==> src/shared/dsf_pkg.sv <==
package dsf_pkg;
  // ----------------------------------------
  // semaphore space geometry
  // ----------------------------------------
  localparam int unsigned FLAG_COUNT = 8;
  localparam int unsigned FLAG_IDX_W = 3;
  localparam int unsigned DATA_W = 18;
  localparam int unsigned ADDR_W = 19;
  localparam logic [0:0] FLAG_CLAIM = 1'h0;
  localparam logic [0:0] FLAG_FREE = 1'h1;
  // ----------------------------------------
  // pin timing in controller cycles
  // ----------------------------------------
  localparam int unsigned CLK_PERIOD_NS = 10;
  localparam int unsigned ACCESS_NS = 20;
  localparam int unsigned ACCESS_CYC = (ACCESS_NS + CLK_PERIOD_NS - 1) / CLK_PERIOD_NS;
  localparam logic [3:0] ACCESS_CYC_W4 = 4'(ACCESS_CYC);

  // ----------------------------------------
  // carriers
  // ----------------------------------------
  typedef enum logic [1:0] {
    DSF_OP_CLAIM,
    DSF_OP_RELEASE,
    DSF_OP_POLL,
    DSF_OP_INIT
  } dsf_op_e;

  typedef struct packed {
    dsf_op_e op;
    logic [FLAG_IDX_W-1:0] flag;
  } dsf_cmd_s;

  typedef struct packed {
    logic semaphore_select_n;
    logic chip_enable_active_low;
    logic chip_enable_active_high;
    logic write_n;
    logic output_enable_n;
    logic [1:0] lower_upper_byte_enable_n;
    logic [ADDR_W-1:0] addr;
  } dsf_pins_s;
endpackage

==> src/logic/dsf_owned_mem.sv <==
`timescale 1ns/1ns
// small record of which flags this side believes it holds
module dsf_owned_mem #(
  parameter int unsigned DEPTH = 8,
  parameter int unsigned AW = 3
) (
  input wire logic core_clk_i,
  input wire logic reset_n_i,
  input wire logic wr_en_i,
  input wire logic [AW-1:0] wr_addr_i,
  input wire logic wr_data_i,
  input wire logic [AW-1:0] rd_addr_i,
  output logic rd_data_o
);
  logic [DEPTH-1:0] mem_q;

  // storage, cleared at reset
  always_ff @(posedge core_clk_i) begin
    if (!reset_n_i) begin
      mem_q <= '0;
    end else if (wr_en_i) begin
      mem_q[wr_addr_i] <= wr_data_i;
    end
  end

  // registered read port
  always_ff @(posedge core_clk_i) begin
    if (!reset_n_i) begin
      rd_data_o <= 1'b0;
    end else begin
      rd_data_o <= mem_q[rd_addr_i];
    end
  end
endmodule

==> src/logic/dsf_host.sv <==
`timescale 1ns/1ns
// Function
// (RQ1) eight flags, independent of RAM
// (RQ2) active low: zero claims, one releases
// (RQ3) select low, other pins as SRAM
// (RQ4) address bits 0-2 pick the flag
// (RQ5) only data bit zero is written
// (RQ6) zero on free flag: owner reads zero
// (RQ7) owner writes one frees flag
// (RQ8) foreign zero held in request latch
// (RQ9) pending requester still reads one
// (RQ10) freed flag passes to pending requester
// (RQ11) read replicates flag on all bits
// (RQ12) read asserts select, byte enables, output enable
// (RQ13) flag latched when read begins
// (RQ14) claim is write zero then read back
// (RQ15) failed claim: poll or withdraw
// (RQ16) earlier request wins, ties arbitrary
// (RQ17) software frees all eight flags first
// (RQ18) flags gate no hardware resource
// (RQ19) latches hold, tie-break deterministic
module dsf_host (
  input wire logic core_clk_i,
  input wire logic reset_n_i,
  input wire logic cmd_valid_i,
  input wire dsf_pkg::dsf_cmd_s cmd_i,
  output logic cmd_ready_o,
  output logic done_o,
  output logic granted_o,
  output logic init_done_o,
  output logic [dsf_pkg::FLAG_COUNT-1:0] owned_o,
  output dsf_pkg::dsf_pins_s pins_o,
  input wire logic [dsf_pkg::DATA_W-1:0] data_i,
  output logic [dsf_pkg::DATA_W-1:0] data_o,
  output logic data_oe_n_o
);
  // ----------------------------------------
  // state
  // ----------------------------------------
  typedef enum logic [2:0] {
    ST_INIT_WR,
    ST_IDLE,
    ST_WR,
    ST_RD,
    ST_DONE
  } dsf_state_e;

  dsf_state_e state_q;
  dsf_pkg::dsf_cmd_s cmd_q;
  logic [3:0] cnt_q;
  logic [dsf_pkg::FLAG_IDX_W-1:0] init_idx_q;
  logic own_rd;
  logic own_wr;
  logic own_val;

  // level of bit 0 written on the data pins for each op
  function automatic logic write_value(input dsf_pkg::dsf_op_e op);
    return (op == dsf_pkg::DSF_OP_CLAIM) ? dsf_pkg::FLAG_CLAIM : dsf_pkg::FLAG_FREE;
  endfunction

  // a flag is held only if every data bit reads zero
  function automatic logic all_zero(input logic [dsf_pkg::DATA_W-1:0] d);
    return (d == '0);
  endfunction

  wire access_end = (cnt_q == dsf_pkg::ACCESS_CYC_W4 - 4'h1);

  // ----------------------------------------
  // sequencer
  // ----------------------------------------
  // init frees every flag (RQ17), claim writes then reads (RQ14)
  always_ff @(posedge core_clk_i) begin
    if (!reset_n_i) begin
      state_q <= ST_INIT_WR;
      cmd_q <= '0;
      cnt_q <= 4'h0;
      init_idx_q <= '0;
    end else begin
      unique case (state_q)
        ST_INIT_WR: begin
          cnt_q <= access_end ? 4'h0 : cnt_q + 4'h1;
          if (access_end) begin
            init_idx_q <= init_idx_q + 3'h1;
            if (init_idx_q == 3'h7) begin
              state_q <= ST_IDLE; // RQ17
            end
          end
        end
        ST_IDLE: begin
          cnt_q <= 4'h0;
          if (cmd_valid_i) begin
            cmd_q <= cmd_i;
            state_q <= (cmd_i.op == dsf_pkg::DSF_OP_POLL) ? ST_RD : ST_WR; // RQ14 RQ15
          end
        end
        ST_WR: begin
          cnt_q <= access_end ? 4'h0 : cnt_q + 4'h1;
          if (access_end) begin
            state_q <= (cmd_q.op == dsf_pkg::DSF_OP_CLAIM) ? ST_RD : ST_DONE; // RQ14
          end
        end
        ST_RD: begin
          cnt_q <= access_end ? 4'h0 : cnt_q + 4'h1;
          if (access_end) begin
            state_q <= ST_DONE;
          end
        end
        ST_DONE: begin
          state_q <= ST_IDLE;
        end
      endcase
    end
  end

  // ----------------------------------------
  // pin drive
  // ----------------------------------------
  // semaphore space via select low, chip_enable_active_high set, chip_enable_active_low held high (RQ3)
  always_ff @(posedge core_clk_i) begin
    if (!reset_n_i) begin
      pins_o <= '{semaphore_select_n: 1'b1, chip_enable_active_low: 1'b1,
                  chip_enable_active_high: 1'b0, write_n: 1'b1, output_enable_n: 1'b1,
                  lower_upper_byte_enable_n: 2'h3, addr: '0};
      data_o <= '0;
      data_oe_n_o <= 1'b1;
    end else begin
      pins_o.semaphore_select_n <= 1'b1;
      pins_o.chip_enable_active_low <= 1'b1;
      pins_o.chip_enable_active_high <= 1'b0;
      pins_o.write_n <= 1'b1;
      pins_o.output_enable_n <= 1'b1;
      pins_o.lower_upper_byte_enable_n <= 2'h3;
      data_oe_n_o <= 1'b1;
      if (state_q == ST_INIT_WR || state_q == ST_WR) begin
        pins_o.semaphore_select_n <= 1'b0; // RQ3
        pins_o.chip_enable_active_high <= 1'b1;
        pins_o.lower_upper_byte_enable_n <= 2'h0;
        pins_o.write_n <= 1'b0;
        pins_o.addr <= {16'h0000, (state_q == ST_INIT_WR) ? init_idx_q : cmd_q.flag}; // RQ4
        data_o <= {17'h00000, (state_q == ST_INIT_WR) ? dsf_pkg::FLAG_FREE
                                                        : write_value(cmd_q.op)}; // RQ2 RQ5
        data_oe_n_o <= 1'b0;
      end else if (state_q == ST_RD) begin
        pins_o.semaphore_select_n <= 1'b0; // RQ12
        pins_o.chip_enable_active_high <= 1'b1;
        pins_o.lower_upper_byte_enable_n <= 2'h0;
        pins_o.output_enable_n <= 1'b0;
        pins_o.addr <= {16'h0000, cmd_q.flag}; // RQ4
      end
    end
  end

  // ----------------------------------------
  // result
  // ----------------------------------------
  // sample replicated flag at end of read (RQ11 RQ13)
  wire rd_sample = (state_q == ST_RD) && access_end;
  always_ff @(posedge core_clk_i) begin
    if (!reset_n_i) begin
      done_o <= 1'b0;
      granted_o <= 1'b0;
      cmd_ready_o <= 1'b0;
      init_done_o <= 1'b0;
    end else begin
      done_o <= (state_q == ST_DONE);
      cmd_ready_o <= (state_q == ST_IDLE) && !cmd_valid_i;
      init_done_o <= init_done_o || (state_q == ST_IDLE);
      if (rd_sample) begin
        granted_o <= all_zero(data_i); // RQ11 RQ6 RQ9
      end else if (state_q == ST_WR) begin
        granted_o <= 1'b0;
      end
    end
  end

  // owned record for software; advisory only, gates nothing (RQ18)
  // release and init both free the flag, so both clear the record
  assign own_wr = rd_sample || (state_q == ST_WR && cmd_q.op != dsf_pkg::DSF_OP_CLAIM);
  assign own_val = rd_sample && all_zero(data_i);
  dsf_owned_mem #(.DEPTH(dsf_pkg::FLAG_COUNT), .AW(dsf_pkg::FLAG_IDX_W)) u_owned (
    .core_clk_i(core_clk_i),
    .reset_n_i(reset_n_i),
    .wr_en_i(own_wr),
    .wr_addr_i(cmd_q.flag),
    .wr_data_i(own_val),
    .rd_addr_i(cmd_q.flag),
    .rd_data_o(own_rd)
  );

  always_ff @(posedge core_clk_i) begin
    if (!reset_n_i) begin
      owned_o <= '0;
    end else if (own_wr) begin
      owned_o[cmd_q.flag] <= own_val; // RQ1
    end
  end
endmodule

==> config.mk <==
export PLATFORM = sky130hd
export DESIGN_NAME = dsf_host
export DESIGN_NICKNAME = d
export VERILOG_FILES = /design/src/shared/dsf_pkg.sv /design/src/logic/dsf_owned_mem.sv /design/src/logic/dsf_host.sv
export SDC_FILE = /design/constraint.sdc
export NUM_CORES = 1
export LEC_CHECK = 0
export BUFFER_PORTS_ARGS = -buffer_cell sky130_fd_sc_hd__buf_2
export CELL_PAD_IN_SITES_DETAIL_PLACEMENT = 0
export CELL_PAD_IN_SITES_GLOBAL_PLACEMENT = 1
export CORE_MARGIN = 5
export CORE_UTILIZATION = 30
export CTS_BUF_LIST = sky130_fd_sc_hd__clkbuf_16
export DETAILED_ROUTE_END_ITERATION = 10
export PLACE_DENSITY_LB_ADDON = 0.25
export SYNTH_ARGS = -nofsm -noshare
export SYNTH_HDL_FRONTEND = slang
export SYNTH_SLANG_ARGS = --single-unit
==> constraint.sdc <==
create_clock -name core_clk_i -period 1.5 [get_ports core_clk_i]
set_input_delay 0.15 -clock core_clk_i [delete_from_list [all_inputs] [get_ports core_clk_i]]
set_output_delay 0.15 -clock core_clk_i [all_outputs]
set_load 0.02 [all_outputs]
Word-level counts from Yosys, hierarchy flattened
Cells that the tools add are included.
{ "classes": {"mux": 25, "n_reduce_logical": 21, "eq_ne": 12, "order_cmp": 2, "bitwise_logic": 1, "addsub": 2} }
{ "ops": {"columns": ["operator", "count"], "rows": [
  ["two-way mux 22 bit", 1],
  ["two-way mux 21 bit", 1],
  ["two-way mux 3 bit", 7],
  ["logical NOT 18 bit", 1],
  ["case mux 3 bit (5 select lines)", 1],
  ["two-way mux 1 bit", 11],
  ["!= test 2 bit, second input constant", 5],
  ["bitwise mux 8 bit", 1],
  ["case mux 4 bit (2 select lines)", 1],
  ["nonzero test 2 bit", 4],
  ["== test 3 x 2 -> 1 bit, second input constant", 2],
  ["== test 3 bit, second input constant", 2],
  ["logical AND 1 bit", 5],
  ["AND reduction 5 bit", 1],
  ["adder 4 x 1 -> 4 bit, second input constant", 1],
  ["== test 4 x 1 -> 1 bit, second input constant", 1],
  ["< comparator 3 x 4 -> 1 bit, second input constant", 1],
  ["two-way mux 4 bit", 1],
  ["AND reduction 2 bit", 2],
  ["adder 3 x 1 -> 3 bit, second input constant", 1],
  ["demux 1 bit (select 3 bit)", 1],
  ["== test 3 x 1 -> 1 bit, second input constant", 1],
  ["greater-or-equal comparator 3 x 1 -> 1 bit, second input constant", 1],
  ["logical NOT 3 bit", 1],
  ["other kinds (7)", 9]
]} }
{ "totals": {"register_bits": 38, "output_inout_bits": 57} }

Longest topological paths before layout
{ "logic_depth": {"depth_word": 5, "mapped_depth": 6, "mapped_depth_nobuf": 6} }

Worst setup path before layout
Ideal clock, no wire load.
{ "synth_timing": {"path_type": "register to register", "startpoint": "register cnt_q[0]", "endpoint": "register owned_o[0] in the netlist's numbering", "t_arrival_ns": 1.479, "required_time_ns": 1.374, "setup_ns": 0.126, "slack_ns": -0.106, "stages_incl_launch_ff": 6, "path_buffers": 0, "path_cell_list": "dfxtp_1 -> ha_1 -> or3b_4 -> a211oi_4 -> a21o_1 -> o21ai_1"} }
{ "synth_between": {"elab_chain_len": 4, "word_cells_on_any_way": 5, "classes_between": "1 x eq/ne; 1 x mux; 3 x reduce/logical"} }
{ "synth_rtl": {"columns": ["element", "line_no", "source"], "rows": [
  ["start: declaration", "dsf_host.sv:50", "logic [3:0] cnt_q;"],
  ["start signal: assignment", "dsf_host.sv:81", "cnt_q <= access_end ? 4'h0 : cnt_q + 4'h1;"],
  ["start signal: assignment", "dsf_host.sv:97", "cnt_q <= access_end ? 4'h0 : cnt_q + 4'h1;"],
  ["start signal: assignment", "dsf_host.sv:103", "cnt_q <= access_end ? 4'h0 : cnt_q + 4'h1;"],
  ["== test 4 x 1 -> 1 bit *", "dsf_host.sv:66", "wire access_end = (cnt_q == dsf_pkg::ACCESS_CYC_W4 - 4'h1);"],
  ["logical AND 1 bit *", "dsf_host.sv:157", "wire rd_sample = (state_q == ST_RD) && access_end;"],
  ["logical AND 1 bit", "dsf_host.sv:179", "assign own_val = rd_sample && all_zero(data_i);"],
  ["bitwise mux 8 bit", "dsf_host.sv:194", "owned_o[cmd_q.flag] <= own_val;"],
  ["end signal: indexed assignment", "dsf_host.sv:194", null],
  ["end: declaration", "dsf_host.sv:31", "output logic [dsf_pkg::FLAG_COUNT-1:0] owned_o,"]
]} }
Mark *: on every way between the ends. The rest lies on a longest branch, timed or not.
A chain may end at the register's enable or synchronous reset.

Final worst setup path
{ "layout_timing": {"startpoint": "register cnt_q[1]", "endpoint": "register state_q[0]"} }
{ "layout_between": {"elab_chain_len": 3, "word_cells_on_any_way": 5, "classes_between": "4 x eq/ne; 1 x reduce/logical"} }
{ "layout_rtl": {"columns": ["element", "line_no", "source"], "rows": [
  ["== test 4 x 1 -> 1 bit *", "dsf_host.sv:66", null],
  ["!= test 2 bit (no line)", null, null],
  ["AND reduction 5 bit (no line) *", null, null],
  ["end signal: assignment", "dsf_host.sv:93", "state_q <= (cmd_i.op == dsf_pkg::DSF_OP_POLL) ? ST_RD : ST_WR;"],
  ["end signal: assignment", "dsf_host.sv:99", "state_q <= (cmd_q.op == dsf_pkg::DSF_OP_CLAIM) ? ST_RD : ST_DONE;"],
  ["end: declaration", "dsf_host.sv:48", "dsf_state_e state_q;"]
]} }
Marks and branches as above.

==> out/qor.txt <==
Setup Skew: 6.01 ps
Total inserted antenna cells: 0
R2R Setup Slk: -80 ps
Hold/Removal Path Class: in -> reg
Critical Path End Type: flop
Status: complete, but fails checks
Min Hold Slack: 109 ps
Yosys warns: 0
Die Height: 88.7 um
Chip width: 88.7 um
# rows: 28
Met2 wire length: 1.91 mm
Post-Synth Simple-Gate Area: 0.229
Failing checks: negative setup slack
Vias in the first global route: 1343
Hold Vio Cnt, Final: 0
Register area: 706 um2
WL met3: 356 um
Syn Inst Count: 211
Synth Flop Type: dfxtp_1
Avg Inst Size Synth: 8.81 um2
Final HPWL DP: 3.33 mm
Number of antenna violations at the first check in global routing: 0
First-pass GRT wire length: 6.52 mm
Setup Crit Path Kind: reg -> reg
Pre-antenna DRT Iters: 4
Mux cell area share after synthesis: 0.0377
Combinational family with the most area after synthesis: simple AND/OR/NAND/NOR gates
Multi-input logic area: 1000 um2
Bufs on Longest Clock Path: 2
Routed wire length: 4.29 mm
Seq cells post-synth: 35
Share of layout cells above drive strength 1: 0.338
Via/cell ratio: 4.43
Post-synth EDFFs: 0
Drt wl/cell: 12.3 um
Clk sinks: 35
Full die area: 0.00787 mm2
Max FO, Critical Path: 4
CP Cell Sequence: inv_2, ha_4, or3b_4, buf_4, a222oi_1, o31a_1
Num CTS Buffers: 5
CTS tree: built
Clock Latency Late Sink: 280 ps
Via count of the routed design: 1549
DRT antenna net count: 0
Gr ovfl total: 0
# nets final: 304
Final setup violating endpoints: 8
Met1 Wirelength: 1.99 mm
Worst vdd ir: 0.000475 V
Iteration-0 DRC Markers: 68
Adder-cell share of the synthesized area: 0.0269
Uppermost layer routed: met4
Starting Density: 0.310
Number of max-cap violations: 0
Unrepaired setup endpoints after global routing: true
CTS Root Cell: clkbuf_16
FILL cells: 628
Synth top area cells: dfxtp_1, buf_4, mux2i_1
Post-layout util: 0.398
CTS hold repair buffers: 0
Synth Area in Compound Gates: 0.127
Ratio of total power to cell area: 964 mW/mm2
Post-route setup TNS: -318 ps
Most instantiated cells after synthesis: buf_4, dfxtp_1, nor2_1
Synth area leader: dfxtp_1
GR Util All Layers: 0.108
Area delta synth->final: 28.2%
Yosys cell types: 43
Critical Path RT: 1720 ps
Leak pwr: 0.00106 uW
Critical Path Start Type: flop
Highest-delay cell along the critical path: or3b_4
H-Tree Depth: 2
Core Area: 0.00599 mm2
Total Power: 2300 uW
GP Congestion: 0.753
Tmin final: 1580 ps
CP peak stage delay: 420 ps
Syn Std Cell Area: 0.00186 mm2
IO Pins: 83
Synth Area in XOR/XNOR: 0.0188
CTS clock-pin slew for the worst setup and hold paths: 50 ps
Setup ws final: -78.4 ps
Post-synthesis sequential area ratio: 0.377
Async SR Flop Fraction: 0
Fmax: 634 MHz
Fin. max-slew vios: 0
Share of the synthesized area in the top cell type: 0.377
Setup Slack @ Placement: -120 ps
CP arrival: 1800 ps
Port bufs: 48
# DRC: 0
Most common cell in the netlist: buf_4
Pin count of the biggest net entering global routing: 21
Tcrit/Tclk final: 1.05
==> state kept, by name, summed over array words and instances, names as in the netlist <==
| register | cells |
|---|---|
| init_idx_q | 3 |
| done_o | 1 |
| cmd_q | 5 |
| cmd_ready_o | 1 |
| data_o | 1 |
| owned_o | 8 |
| state_q | 3 |
| granted_o | 1 |
| pins_o | 6 |
| data_oe_n_o | 1 |
| init_done_o | 1 |
| cnt_q | 4 |
==> placed cells by master (no fill, tap or decap), types with 5 or more instances in the layout <==
master,n
nand4_1,5
inv_1,5
a21oi_1,6
buf_4,20
buf_2,48
dfxtp_1,33
nand2_1,11
nor2_1,12
conb_1,34
mux2i_1,7
nor2b_1,9
clkbuf_16,5
nor3_1,8
==> worst paths after layout <==
path / endpoint / cells after the start / from
min reg2reg: granted_o / 2 / granted_o
min: cmd_ready_o / 2 / cmd_valid_i
max: state_q[0] / 6 / cnt_q[1]
max reg2reg: state_q[0] / 6 / cnt_q[1]
==> final cells by class <==
| type | instances | area share |
|---|---|---|
| flip-flops and latches | 35 | 0.296 |
| inverters | 6 | 0.00945 |
| well taps | 75 | 0.0394 |
| clock buffers | 5 | 0.0525 |
| repair buffers | 70 | 0.177 |
| multi-input cells | 156 | 0.419 |
| clock inverters | 3 | 0.00630 |
==> critical path, delay by kind of cell (launching register included) <==
| family | cells | cell delay, ps |
|---|---|---|
| AOI/OAI and AO/OA | 2 | 460 |
| and+or+nand+nor | 1 | 420 |
| DFF | 1 | 320 |
| buffers and inverters | 2 | 200 |
| adders and majority gates | 1 | 110 |
==> per-layer routing <==
layer  vias to the layer above  track usage
met4                         0       0.0453
met5                         -            0
met3                         2       0.0270
met2                        58        0.162
li1                        787            -
met1                       702        0.146
==> cell families after synthesis <==
| logic type | Yosys count |
|---|---|
| xor gates and xnor gates | 4 |
| and+or+nand+nor | 74 |
| buffers and inverters | 52 |
| DFF | 35 |
| muxes | 7 |
| AOI/OAI and AO/OA | 33 |
| adders and majority gates | 4 |
| other | 2 |
==> stage by stage <==
stage	std cells	cell area [um2]
after floorplan	243	2000
after global placement	340	2180
after detailed placement	340	2180
after CTS	349	2340
after global routing	350	2380
final	350	2380
==> timing repair <==
item / CTS / global route
setup buffers: 1 / 1
endpoints found under the setup margin: 10 / 15
cloned: 0 / 0
resized for setup: 3 / 6
endpoints found under the hold margin: 0 / 0
pin swaps: 9 / 9
==> power breakdown <==
group	internal (uW)	leakage (uW)	switching, uW	total [uW]
clock network	603	0.0000649	377	980
logic	137	0.000713	199	336
registers	962	0.000285	20.8	983
total	1700	0.00106	597	2300
No activity file was read; power rests on OpenSTA's default activity.
